$ cat src/rss_pkg.sv
// Constants, register map and types of the relay scan sequencer.
// Assumes one 250 MHz clock; used by rss_top only through rss_pkg::name.
//
// Summary of operation
// With backplane line two as source, each low pulse starts one scan step.
// Every step first waits the programmed trigger delay before touching relays.
// Then the closed relay opens and the open dwell of its module runs.
// Then the next list relay closes and its module's close dwell runs.
// Then backplane trigger output one pulses low for 3 ns; the code drives it low for one 4 ns clock cycle.
// 5 ms later the section's encode outputs go low for 4 ms.
// Trigger output one pulses only after software enabled it.
// Changing a module's section configuration opens every channel of that module.
// On power fail relays either stay or all open, per selected action.
// Immediate source steps through the list without waiting for triggers.
// One initiate traverses the whole list the programmed count, then stops.
// Completion flag sets only after all passes end, when requested.
// Continuous mode repeats the list until abort.
// Abort stops stepping at once and returns trigger control to idle.
// Every list entry is stepped, using its own module's dwell settings.
// Triggers during a step are ignored until the encode pulse ends.
package rss_pkg;
    // Clock and timing
    localparam int CLK_MHZ      = 250;
    localparam int CLK_NS       = 4;
    localparam int CYC_PER_US   = CLK_MHZ;
    localparam int TRG_PULSE_NS = 3;
    localparam int TRG_CYC_RAW  = (TRG_PULSE_NS + CLK_NS - 1) / CLK_NS;
    localparam int TRG_CYC      = (TRG_CYC_RAW < 1) ? 1 : TRG_CYC_RAW;
    localparam int ENC_WAIT_MS  = 5;
    localparam int ENC_LOW_MS   = 4;
    localparam int US_PER_MS    = 1000;
    // Geometry
    localparam int NMOD  = 4;
    localparam int MOD_W = 2;
    localparam int SEC_W = 3;
    localparam int CH_W  = 6;
    localparam int ENT_W = MOD_W + SEC_W + CH_W;
    localparam int NSEC  = 8;
    // Register byte offsets
    localparam logic [11:0] A_CTRL  = 12'h000;
    localparam logic [11:0] A_COUNT = 12'h004;
    localparam logic [11:0] A_TDLY  = 12'h008;
    localparam logic [11:0] A_LEN   = 12'h00c;
    localparam logic [11:0] A_CFG   = 12'h010;
    localparam logic [11:0] A_STAT  = 12'h014;
    localparam logic [11:0] A_MASK  = 12'h018;
    localparam logic [11:0] A_STATE = 12'h01c;
    localparam logic [7:0]  A_ODW   = 8'h02;
    localparam logic [7:0]  A_CDW   = 8'h03;
    localparam logic [3:0]  A_LIST  = 4'h1;
    // Control bits
    localparam int C_INIT  = 0;
    localparam int C_CONT  = 1;
    localparam int C_ABORT = 2;
    localparam int C_TOUT  = 3;
    localparam int C_SRC   = 4;
    localparam int C_OPC   = 6;
    localparam int C_PFO   = 7;
    localparam int C_BUS   = 8;
    localparam int CTRL_W  = 8;
    localparam logic [CTRL_W-1:0] CTRL_RST = 8'h00;
    // Trigger sources
    localparam logic [1:0] SRC_IMM = 2'h0;
    localparam logic [1:0] SRC_BUS = 2'h1;
    localparam logic [1:0] SRC_BP2 = 2'h2;
    // Event bits
    localparam int EV_STEP = 0;
    localparam int EV_DONE = 1;
    localparam int EV_PASS = 2;
    localparam int EV_W    = 3;
    typedef enum logic [2:0] {
        S_IDLE   = 3'b000,
        S_ARM    = 3'b001,
        S_TDLY   = 3'b010,
        S_OPENW  = 3'b011,
        S_CLOSEW = 3'b100,
        S_TRIGP  = 3'b101,
        S_ENCW   = 3'b110,
        S_ENCL   = 3'b111
    } rss_state_t;
endpackage

$ cat src/rss_top.sv
// Relay scan sequencer with an AHB-Lite register slave.
// Assumes a single-word AHB-Lite master on core_clk; pins are asynchronous.
`timescale 1ns/1ns
`default_nettype none
module rss_top #(
    parameter int LDEP        = 64,
    parameter int CYC_PER_US  = rss_pkg::CYC_PER_US,
    parameter int ENC_WAIT_US = rss_pkg::ENC_WAIT_MS * rss_pkg::US_PER_MS,
    parameter int ENC_LOW_US  = rss_pkg::ENC_LOW_MS * rss_pkg::US_PER_MS
) (
    // Clock and reset
    input  wire logic                      core_clk,
    input  wire logic                      rst,
    // AHB-Lite slave
    input  wire logic                      hsel,
    input  wire logic [31:0]               haddr,
    input  wire logic [1:0]                htrans,
    input  wire logic                      hwrite,
    input  wire logic [2:0]                hsize,
    input  wire logic [31:0]               hwdata,
    input  wire logic                      hready,
    output logic      [31:0]               hrdata,
    output logic                           hreadyout,
    output logic                           hresp,
    // Backplane and front panel pins
    input  wire logic                      backplane_trigger_in_two_n,
    input  wire logic                      power_fail_n,
    output logic                           backplane_trigger_out_one_n,
    output logic      [rss_pkg::NSEC-1:0]  encode_n,
    // Relay drive
    output logic                           relay_closed,
    output logic      [rss_pkg::MOD_W-1:0] relay_module,
    output logic      [rss_pkg::SEC_W-1:0] relay_section,
    output logic      [rss_pkg::CH_W-1:0]  relay_channel,
    // Interrupt
    output logic                           irq
);
    localparam int IW = $clog2(LDEP);
    localparam int UW = $clog2(CYC_PER_US);
    localparam logic [UW-1:0] US_LAST = UW'(CYC_PER_US - 1);
    localparam logic [31:0] ENC_WAIT = 32'(ENC_WAIT_US);
    localparam logic [31:0] ENC_LOW  = 32'(ENC_LOW_US);
    localparam int EW = rss_pkg::ENT_W;
    localparam int MW = rss_pkg::MOD_W;

    // Bus side registers
    logic [31:0]              hrdata_q;
    logic                     wr_q;
    logic [11:0]              wa_q;
    logic [rss_pkg::CTRL_W-1:0] ctrl_q;
    logic [15:0]              count_q;
    logic [31:0]              tdly_q;
    logic [IW:0]              len_q;
    logic [31:0]              odw_q [rss_pkg::NMOD];
    logic [31:0]              cdw_q [rss_pkg::NMOD];
    logic [1:0]               cfg_q [rss_pkg::NMOD];
    logic [EW-1:0]            list_q [LDEP];
    logic [rss_pkg::EV_W-1:0] stat_q;
    logic [rss_pkg::EV_W-1:0] mask_q;
    logic                     irq_q;

    // Sequencer registers
    rss_pkg::rss_state_t      st_q;
    rss_pkg::rss_state_t      st_d;
    logic [31:0]              tmr_q;
    logic [UW-1:0]            us_q;
    logic [IW-1:0]            idx_q;
    logic [15:0]              pass_q;
    logic                     rly_q;
    logic [MW-1:0]            rmod_q;
    logic [rss_pkg::SEC_W-1:0] rsec_q;
    logic [rss_pkg::CH_W-1:0] rch_q;
    logic                     trg_n_q;
    logic [rss_pkg::NSEC-1:0] enc_n_q;

    // Pin synchronisers
    logic                     bp1_q;
    logic                     bp2_q;
    logic                     bp3_q;
    logic                     pf1_q;
    logic                     pf2_q;

    // Bus decode
    wire        acc    = hsel & htrans[1] & hready;
    wire        rd_acc = acc & ~hwrite;
    wire        a_ok   = (haddr[31:12] == 20'h0);
    wire [11:0] ra     = haddr[11:0];
    wire        w_ctrl = wr_q & (wa_q == rss_pkg::A_CTRL);
    wire        w_cnt  = wr_q & (wa_q == rss_pkg::A_COUNT);
    wire        w_tdly = wr_q & (wa_q == rss_pkg::A_TDLY);
    wire        w_len  = wr_q & (wa_q == rss_pkg::A_LEN);
    wire        w_cfg  = wr_q & (wa_q == rss_pkg::A_CFG);
    wire        w_mask = wr_q & (wa_q == rss_pkg::A_MASK);
    wire        w_odw  = wr_q & (wa_q[11:4] == rss_pkg::A_ODW);
    wire        w_cdw  = wr_q & (wa_q[11:4] == rss_pkg::A_CDW);
    wire        w_list = wr_q & (wa_q[11:8] == rss_pkg::A_LIST);
    wire [MW-1:0] wmod = wa_q[MW+1:2];
    wire [IW-1:0] widx = wa_q[IW+1:2];
    wire        rd_stat = rd_acc & a_ok & (ra == rss_pkg::A_STAT);

    // Command strobes from a control write, and fields of the control register
    wire       cmd_init  = w_ctrl & hwdata[rss_pkg::C_INIT];
    wire       cmd_abort = w_ctrl & hwdata[rss_pkg::C_ABORT];
    wire       cmd_bus   = w_ctrl & hwdata[rss_pkg::C_BUS];
    wire       cont      = ctrl_q[rss_pkg::C_CONT];
    wire       tout_en   = ctrl_q[rss_pkg::C_TOUT];
    wire [1:0] src       = ctrl_q[rss_pkg::C_SRC+1:rss_pkg::C_SRC];
    wire       opc_req   = ctrl_q[rss_pkg::C_OPC];
    wire       pf_open   = ctrl_q[rss_pkg::C_PFO];

    // Configuration write hits the module of the closed relay
    wire [MW-1:0] cfg_mod = hwdata[MW-1:0];
    wire          cfg_hit = w_cfg & (cfg_mod == rmod_q);
    wire          pf_fail = ~pf2_q;

    // Entry field extraction
    function automatic logic [MW-1:0] ent_mod(input logic [EW-1:0] e);
        ent_mod = e[EW-1:EW-MW];
    endfunction

    // Trigger qualification
    wire bp_fall = bp3_q & ~bp2_q;
    wire go = (src == rss_pkg::SRC_IMM)
            | ((src == rss_pkg::SRC_BUS) & cmd_bus)
            | ((src == rss_pkg::SRC_BP2) & bp_fall);
    wire us_tick  = (us_q == US_LAST);
    wire tmr_zero = (tmr_q == 32'h0);
    wire [EW-1:0] nxt_ent = list_q[idx_q];
    wire last_ent = ({1'b0, idx_q} == len_q - 1'b1);
    wire [15:0] pass_n = pass_q + 16'h1;
    wire all_done = ~cont & (pass_n >= count_q);
    wire step_end = (st_q == rss_pkg::S_ENCL) & tmr_zero;
    wire scan_end = step_end & last_ent & all_done;

    // Event sources, set wins over read clear
    wire [rss_pkg::EV_W-1:0] ev;
    assign ev[rss_pkg::EV_STEP] = step_end;
    assign ev[rss_pkg::EV_DONE] = scan_end & opc_req;
    assign ev[rss_pkg::EV_PASS] = step_end & last_ent;
    wire [rss_pkg::EV_W-1:0] stat_d = (rd_stat ? '0 : stat_q) | ev;

    // Next state
    always_comb begin
        st_d = st_q;
        case (st_q)
            rss_pkg::S_IDLE:   if (cmd_init && len_q != '0) st_d = rss_pkg::S_ARM;
            rss_pkg::S_ARM:    if (go) st_d = rss_pkg::S_TDLY;
            rss_pkg::S_TDLY:   if (tmr_zero) st_d = rss_pkg::S_OPENW;
            rss_pkg::S_OPENW:  if (tmr_zero) st_d = rss_pkg::S_CLOSEW;
            rss_pkg::S_CLOSEW: if (tmr_zero) st_d = rss_pkg::S_TRIGP;
            rss_pkg::S_TRIGP:  st_d = rss_pkg::S_ENCW;
            rss_pkg::S_ENCW:   if (tmr_zero) st_d = rss_pkg::S_ENCL;
            rss_pkg::S_ENCL:   if (tmr_zero) begin
                st_d = scan_end ? rss_pkg::S_IDLE : rss_pkg::S_ARM;
            end
            default:           st_d = rss_pkg::S_IDLE;
        endcase
        if (cmd_abort) begin
            st_d = rss_pkg::S_IDLE;
        end
    end

    // Read data mux
    logic [31:0] rdat;
    always_comb begin
        rdat = 32'h0;
        case (ra)
            rss_pkg::A_CTRL:  rdat = {24'h0, ctrl_q};
            rss_pkg::A_COUNT: rdat = {16'h0, count_q};
            rss_pkg::A_TDLY:  rdat = tdly_q;
            rss_pkg::A_LEN:   rdat = 32'(len_q);
            rss_pkg::A_CFG:   rdat = {24'h0, cfg_q[3], cfg_q[2], cfg_q[1], cfg_q[0]};
            rss_pkg::A_STAT:  rdat = 32'(stat_q);
            rss_pkg::A_MASK:  rdat = 32'(mask_q);
            rss_pkg::A_STATE: rdat = {pass_q, 4'h0, rly_q, st_q, 2'h0, 6'(idx_q)};
            default: begin
                if (ra[11:4] == rss_pkg::A_ODW) rdat = odw_q[ra[MW+1:2]];
                else if (ra[11:4] == rss_pkg::A_CDW) rdat = cdw_q[ra[MW+1:2]];
                else if (ra[11:8] == rss_pkg::A_LIST) rdat = 32'(list_q[ra[IW+1:2]]);
            end
        endcase
        if (!a_ok) begin
            rdat = 32'h0;
        end
    end

    // Bus slave: zero wait, read data captured at the address phase
    always_ff @(posedge core_clk or posedge rst) begin
        if (rst) begin
            hrdata_q <= 32'h0;
            wr_q     <= 1'b0;
            wa_q     <= 12'h0;
        end else begin
            wr_q <= acc & hwrite & a_ok & (hsize == 3'h2);
            wa_q <= ra;
            if (rd_acc) hrdata_q <= rdat;
        end
    end

    // Software settings
    always_ff @(posedge core_clk or posedge rst) begin
        if (rst) begin
            ctrl_q  <= rss_pkg::CTRL_RST;
            count_q <= 16'h1;
            tdly_q  <= 32'h0;
            len_q   <= '0;
            mask_q  <= '0;
        end else begin
            if (w_ctrl) ctrl_q <= hwdata[rss_pkg::CTRL_W-1:0];
            if (w_cnt) count_q <= hwdata[15:0];
            if (w_tdly) tdly_q <= hwdata;
            if (w_len) len_q <= hwdata[IW:0];
            if (w_mask) mask_q <= hwdata[rss_pkg::EV_W-1:0];
        end
    end

    // Per module dwell and section configuration
    always_ff @(posedge core_clk or posedge rst) begin
        if (rst) begin
            for (int m = 0; m < rss_pkg::NMOD; m++) begin
                odw_q[m] <= 32'h0;
                cdw_q[m] <= 32'h0;
                cfg_q[m] <= 2'h0;
            end
        end else begin
            if (w_odw) odw_q[wmod] <= hwdata;
            if (w_cdw) cdw_q[wmod] <= hwdata;
            if (w_cfg) cfg_q[cfg_mod] <= hwdata[3:2];
        end
    end

    // List entries hold no control state
    always_ff @(posedge core_clk) begin
        if (w_list) list_q[widx] <= hwdata[EW-1:0];
    end

    // Sticky status and interrupt
    always_ff @(posedge core_clk or posedge rst) begin
        if (rst) begin
            stat_q <= '0;
            irq_q  <= 1'b0;
        end else begin
            stat_q <= stat_d;
            irq_q  <= |(stat_d & mask_q);
        end
    end

    // Pin synchronisers
    always_ff @(posedge core_clk or posedge rst) begin
        if (rst) begin
            bp1_q <= 1'b1;
            bp2_q <= 1'b1;
            bp3_q <= 1'b1;
            pf1_q <= 1'b1;
            pf2_q <= 1'b1;
        end else begin
            bp1_q <= backplane_trigger_in_two_n;
            bp2_q <= bp1_q;
            bp3_q <= bp2_q;
            pf1_q <= power_fail_n;
            pf2_q <= pf1_q;
        end
    end

    // Microsecond tick divider
    always_ff @(posedge core_clk or posedge rst) begin
        if (rst) us_q <= '0;
        else us_q <= us_tick ? '0 : us_q + 1'b1;
    end

    // Step timer, loaded on every state change
    always_ff @(posedge core_clk or posedge rst) begin
        if (rst) begin
            tmr_q <= 32'h0;
        end else if (st_d != st_q) begin
            case (st_d)
                rss_pkg::S_TDLY:   tmr_q <= tdly_q;
                rss_pkg::S_OPENW:  tmr_q <= odw_q[rmod_q];
                rss_pkg::S_CLOSEW: tmr_q <= cdw_q[ent_mod(nxt_ent)];
                rss_pkg::S_ENCW:   tmr_q <= ENC_WAIT;
                rss_pkg::S_ENCL:   tmr_q <= ENC_LOW;
                default:           tmr_q <= 32'h0;
            endcase
        end else if (us_tick && !tmr_zero) begin
            tmr_q <= tmr_q - 32'h1;
        end
    end

    // List position and pass count
    always_ff @(posedge core_clk or posedge rst) begin
        if (rst) begin
            idx_q  <= '0;
            pass_q <= 16'h0;
        end else if (st_q == rss_pkg::S_IDLE && st_d == rss_pkg::S_ARM) begin
            idx_q  <= '0;
            pass_q <= 16'h0;
        end else if (step_end && !cmd_abort) begin
            idx_q <= last_ent ? '0 : idx_q + 1'b1;
            if (last_ent) pass_q <= pass_n;
        end
    end

    // Relay state: open, close, forced opens
    always_ff @(posedge core_clk or posedge rst) begin
        if (rst) begin
            rly_q  <= 1'b0;
            rmod_q <= '0;
            rsec_q <= '0;
            rch_q  <= '0;
        end else begin
            if (st_q == rss_pkg::S_TDLY && st_d == rss_pkg::S_OPENW) begin
                rly_q <= 1'b0;
            end
            if (st_q == rss_pkg::S_OPENW && st_d == rss_pkg::S_CLOSEW) begin
                rly_q  <= 1'b1;
                rmod_q <= ent_mod(nxt_ent);
                rsec_q <= nxt_ent[EW-MW-1:rss_pkg::CH_W];
                rch_q  <= nxt_ent[rss_pkg::CH_W-1:0];
            end
            if (cfg_hit) rly_q <= 1'b0;
            if (pf_fail && pf_open) rly_q <= 1'b0;
        end
    end

    // Trigger output and encode lines follow the next state
    always_ff @(posedge core_clk or posedge rst) begin
        if (rst) begin
            trg_n_q <= 1'b1;
            enc_n_q <= '1;
        end else begin
            trg_n_q <= ~(st_d == rss_pkg::S_TRIGP && tout_en);
            enc_n_q <= (st_d == rss_pkg::S_ENCL) ? ~(8'h01 << rsec_q) : '1;
        end
    end

    // State register
    always_ff @(posedge core_clk or posedge rst) begin
        if (rst) st_q <= rss_pkg::S_IDLE;
        else st_q <= st_d;
    end

    // Outputs
    assign hrdata                      = hrdata_q;
    assign hreadyout                   = 1'b1;
    assign hresp                       = 1'b0;
    assign backplane_trigger_out_one_n = trg_n_q;
    assign encode_n                    = enc_n_q;
    assign relay_closed                = rly_q;
    assign relay_module                = rmod_q;
    assign relay_section               = rsec_q;
    assign relay_channel               = rch_q;
    assign irq                         = irq_q;

    // Checks
    a_trig_off: assert property (@(posedge core_clk) disable iff (rst)
        (st_q == rss_pkg::S_TRIGP && !tout_en) |-> trg_n_q)
        else $error("trigger out pulsed while disabled");
    a_trig_pulse: assert property (@(posedge core_clk) disable iff (rst)
        (st_q == rss_pkg::S_TRIGP && tout_en) |-> !trg_n_q ##1 trg_n_q)
        else $error("trigger out pulse not one cycle");
    a_delay_hold: assert property (@(posedge core_clk) disable iff (rst)
        (st_q == rss_pkg::S_TDLY && st_d == rss_pkg::S_TDLY && !cfg_hit && !pf_fail)
        |=> $stable(rly_q))
        else $error("relay moved during trigger delay");
    a_open_first: assert property (@(posedge core_clk) disable iff (rst)
        (st_q == rss_pkg::S_TDLY ##1 st_q == rss_pkg::S_OPENW) |-> !rly_q)
        else $error("relay not opened after delay");
    a_close_next: assert property (@(posedge core_clk) disable iff (rst)
        (st_q == rss_pkg::S_OPENW ##1 st_q == rss_pkg::S_CLOSEW) |-> rly_q)
        else $error("next relay not closed");
    a_abort_idle: assert property (@(posedge core_clk) disable iff (rst)
        cmd_abort |=> st_q == rss_pkg::S_IDLE)
        else $error("abort did not idle");
    a_cfg_open: assert property (@(posedge core_clk) disable iff (rst)
        cfg_hit |=> !rly_q)
        else $error("config change left relay closed");
    a_pf_open: assert property (@(posedge core_clk) disable iff (rst)
        (pf_fail && pf_open) |=> !rly_q)
        else $error("power fail open ignored");
    a_enc_low: assert property (@(posedge core_clk) disable iff (rst)
        (st_q == rss_pkg::S_ENCL) |-> !encode_n[rsec_q])
        else $error("encode line not low");
    a_done_end: assert property (@(posedge core_clk) disable iff (rst)
        $rose(stat_q[rss_pkg::EV_DONE]) |-> $past(st_q) == rss_pkg::S_ENCL)
        else $error("completion flag set mid scan");
    a_trig_ignore: assert property (@(posedge core_clk) disable iff (rst)
        (st_q == rss_pkg::S_ENCW && bp_fall && !cmd_abort) |=> st_q != rss_pkg::S_TDLY)
        else $error("trigger accepted during a step");
endmodule
`default_nettype wire

$ cat config.mk
export PLATFORM = sky130hd
export DESIGN_NAME = rss_top
export DESIGN_NICKNAME = d
export VERILOG_FILES = /design/src/rss_pkg.sv /design/src/rss_top.sv
export SDC_FILE = /design/constraint.sdc
export NUM_CORES = 2
export LEC_CHECK = 0
export BUFFER_PORTS_ARGS = -buffer_cell sky130_fd_sc_hd__clkbuf_2
export CAP_MARGIN = 20
export CORE_MARGIN = 3
export CORE_UTILIZATION = 52
export CTS_BUF_LIST = sky130_fd_sc_hd__clkbuf_4 sky130_fd_sc_hd__clkbuf_8 sky130_fd_sc_hd__clkbuf_16
export DETAILED_ROUTE_END_ITERATION = 7
export PLACE_DENSITY = 0.8
export RECOVER_POWER = 50
export SETUP_SLACK_MARGIN = 0.1
export SKIP_CTS_REPAIR_TIMING = 1
export SYNTH_ARGS = -nofsm -noshare
export SYNTH_HDL_FRONTEND = slang
export SYNTH_SLANG_ARGS = --single-unit
$ cat constraint.sdc
create_clock -name core_clk -period 15 [get_ports core_clk]
set_input_delay 3 -clock core_clk [delete_from_list [all_inputs] [get_ports core_clk]]
set_output_delay 3 -clock core_clk [all_outputs]
set_load 0.01 [all_outputs]
Word level (Yosys, flattened, before mapping):

Memories as Yosys holds them, arrays and structs flattened.
Cells that the tools add are included.

* add/subtract/negate cells: 5
* order comparisons: 8
* eq/ne operators: 39
* shifts and indexed selects: 1
* mux-type cells: 52
* bitwise logic cells: 44
* reductions and logical operators: 25

Operators with widths (number)
* $mux W32: 14
* $bmux W32 S2: 4
* $bwmux W128: 2
* $pmux W32 S8: 1
* $pmux W32 S5: 1
* $eq A12 B5 Y1 const B: 6
* $demux W32 S2: 1
* $eq A12 B4 Y1 const B: 4
* $mux W16: 3
* $eq A8 B2 Y1 const B: 4
* $logic_not A32 Y1: 1
* $sub A32 B1 Y32 const B: 1
* $and A1 B1 Y1: 29
* $mux W3: 9
* $eq A12 B3 Y1 const B: 2
* $eq A3 B3 Y1 const B: 8
* $logic_not A12 Y1: 2
* $pmux W3 S8: 1
* $logic_not A20 Y1: 1
* $mux W6: 3
* $add A16 B1 Y16 const B: 1
* $ge A16 B16 Y1: 1
* $mux W8: 2
* $eq A3 B2 Y1 const B: 5
* other kinds (34): 68

* register bits: 470
* bits in writable memories: 704
* output and inout port bits: 56
* memories: 1

Memories
* list_q: depth 64, bits a word 11, read ports 2, clocked after Yosys merged registers in 0, wr ports 1, RTL line rss_top.sv:57 `logic [EW-1:0] list_q [LDEP];`

Logic depth before layout (Yosys ltp):

* depth after elaboration: 15
* gate-level depth with buffers: 18
* depth with buffers taken out: 16

Worst setup path before layout:

Ideal clock, no wire load.

* kind: input port to flip-flop
* from: in haddr[2]
* to: reg hrdata_q[6] (netlist: hrdata[6])
* arrival: 6.269 ns
* setup slack: 8.598 ns
* cell stages on the path: 9
* path buffers: 4
* cells stage by stage: clkbuf_1 clkbuf_1 buf_1 buf_1 mux4_2 mux4_2 mux4_2 a311oi_1 o21ai_0

* longest elaborated chain between the ends: 8
* elaborated cells on any way between the ends: 21
* classes of those cells: eq/ne (7); mux (11); bitwise (1); reduce/logical (1); memory (1)

Ends and longest elaborated chain
* start: declaration: RTL line rss_top.sv:16 `input wire logic [31:0] haddr,`
* parallel branches: the longest is 6 deep, another holds $mem_v2 Z64 W11
* $pmux W32 S8 *: RTL line rss_top.sv:167 `case (ra)`
* $mux W32 *: RTL line rss_top.sv:182 `if (!a_ok) begin`
* end signal: assignment: RTL line rss_top.sv:196 `if (rd_acc) hrdata_q <= rdat;`
* end: declaration: RTL line rss_top.sv:47 `logic [31:0] hrdata_q;`

Mark *: on every way between the ends. The select of a mux whose other input is x is not followed.
A chain may end at the register's enable or synchronous reset.

Final worst setup path:

* from: in haddr[3]
* to: reg hrdata_q[3] (netlist: hrdata[3])

Same word-level chain as after synthesis.

==> results.cfg <==
[placement]
gp_congestion = 0.957
io_buffer_count = 128
post-dp-hpwl_um = 99700
dp_cells = 4862
placed_cell_area_mm2 = 0.0596

[synth]
postSynthNetCount = 3582
yosys_warnings = 0
syn_inst = 3482
synthFlopType = edfxtp_1
postSynthAreaPerCell_um2 = 16.4
async_flop_share_pct = 40.0
syn_area_mm2 = 0.0572
synth_seq_cells = 1174
ys_seq_area_share_pct = 57.6
synth_edf_count = 704
synth_cell_types = 73

[finish]
area_delta_synth_final_pct = 10.5
layout_common_cells = edfxtp_1, mux4_2, dfrtp_1
nFillCells = 7895
mostFrequentLayoutCell = edfxtp_1
finalNonFillerCells = 5083
drive_above_1_share_pct = 36.3
fin_area_mm2 = 0.0632
nets = 3666
multiInputGateArea_mm2 = 0.0231
regArea_mm2 = 0.0329

[clocking]
h-tree-depth = 3
insertion_delay_ns = 0.75
cts-root-buf = clkbuf_16
tritoncts = yes
clk_pin_slew_worst_paths_ns = 0.06
cts_buffers = 115
cts_max_path_buffers = 3
clkSinkCount = 1174

[worst_setup_path]
required_ns = 15.57
cp_data_arrival_time_ns = 9.84
reg2reg_slack_ns = 9.09
crit_path_end_kind = register
cp-endpoint = hrdata[3]
start_kind = input port
reg2reg_from = pass_q[0]
r2r_end = encode_n[6]
reg2reg_depth = 16
cp_max_fo = 122
crit_type = input port to register
crit_start = haddr[3]

[die]
die_area_mm2 = 0.114
die_w_um = 338
io_pins = 132
die_y_um = 338
initial_core_util_pct = 52.5
core_area_mm2 = 0.109
num_rows = 121

[min_path]
hold_start = bp2_q
hold_class = register to register
hold_depth = 0

[global_route]
globalRoute.totalOverflow = 0
grt_pass1_wl_um = 249000
track_usage_pct = 30.0
grt_pass1_vias = 36800
grt_start_max_net_pins = 167
antenna_found_initial = 14

[pwr]
p_leak_uw = 0.0228
ir_drop_mv = 0.0952
power.density_mw_per_mm2 = 107

[routing]
drc = 11
viasPerCell = 7.16
wl_per_cell_um = 33.3
ant_nets = 0
drt-total-wl_um = 169000
vias = 36400
first_iter_violations = 5372
drtPass1Iterations = 8

[outcome]
status = complete, but fails checks
violations = design-rule violations, max-capacitance violations, max-slew violations

[sta]
finalCritPeriodShare_pct = 61.8
tightest_slew_ns = 5.74
clock_skew_ns = 0.0848
setup_violations = 0
grt_setup_unrepaired = no
tns_ns = 0
fin_crit_ns = 9.27
fmax_mhz = 108
drv_slew = 1028
relSlewSlack_pct = -283
hold_viol_final = 0

[job]
maxCapViolations = 21
## state kept, by name, indices dropped and copies added (netlist names), 2 cells and up
name	cells
tmr_q	32
relay_channel	6
us_q	8
wa_q	12
list_q	704
stat_q	3
mask_q	3
cdw_q	128
count_q	16
ctrl_q	8
idx_q	6
len_q	7
odw_q	128
hrdata	32
relay_module	2
encode_n	8
st_q	3
tdly_q	32
cfg_q	8
relay_section	3
pass_q	16
## layer usage
metal	share of wire, %	track usage (%)	routed length [um]
met1	34	39.3	57900
met2	46	45.3	77800
met5	0.035	0	59
met4	5.7	15.3	9620
met3	14	9.66	23700
## through the flow
stage	hold slack (ns)	worst slack (ns)	util [%]	total power (uW)
finish	0.361	5.73	58.0	6780
global route	0.365	5.61	58.0	6940
CTS	0.358	8.55	58.2	6780
detailed placement	0.350	7.79	54.7	3850
global placement	0.350	7.86	54.7	3840
floorplan	0.345	5.65	-	3720
## how the worst min path moves through the flow
stage | end | slack (ns)
after floorplan | bp2_q | 0.35
after global placement | bp2_q | 0.35
after detailed placement | bp2_q | 0.35
after CTS | bp3_q | 0.36
after global routing | bp3_q | 0.36
final | bp3_q | 0.36
## synthesized netlist by cell type (all sizes together) (9+ instances only)
library cell	instances	area [um^2]
nor3	28	151
nor2	154	578
edfxtp	704	21100
nand2	144	541
buf	87	380
a211oi	12	90.1
o21ai	136	681
dfstp	15	394
xnor2	26	228
clkbuf	195	733
a22o	9	78.8
nor4	24	150
and3	13	81.3
nor2b	22	138
a31o	10	87.6
a32oi	20	175
dfrtp	455	11400
or3	11	68.8
nand3	140	701
mux2	353	3980
ha	24	300
inv	31	116
a22oi	11	82.6
xor2	44	385
mux2i	66	661
mux4	550	12400
a21oi	32	171
or4	11	93.8
nand2b	11	68.8
a221oi	19	166
a31oi	17	106
## cell families (layout without fill, tap and decap cells)
| logic type | Yosys count | after routing | synth area share [%] |
|---|---|---|---|
| AOI/OAI and AO/OA | 314 | 314 | 3.61 |
| and+or+nand+nor | 616 | 616 | 5.28 |
| DFF | 1174 | 1174 | 57.6 |
| xor gates and xnor gates | 70 | 70 | 1.07 |
| buffers and inverters | 313 | 493 | 2.15 |
| muxes | 969 | 969 | 29.8 |
| adders and majority gates | 24 | 24 | 0.525 |
| other | 2 | 9 | 0.0131 |
## cell type report
class,instances,share of cell area [%]
antenna,7,0.0277
clock buffer,152,5.14
clock inverter,61,1.00
inverter,31,0.186
multi-input combinational,1995,36.6
sequential,1174,52.1
tap,1414,2.80
timing repair buffer,249,2.13
## worst max-delay path: stages
cell	delay, ns
clkbuf_1	3.90
buf_12	0.45
mux4_2	0.45
mux4_2	0.59
mux4_2	0.52
a31o_2	0.33
o2111ai_1	0.16
o21ai_0	0.11
## where the power goes
part | internal [uW] | switching [uW]
clock network | 1670 | 1300
logic | 128 | 198
registers | 3460 | 21.6
No activity file was read; power rests on OpenSTA's default activity.
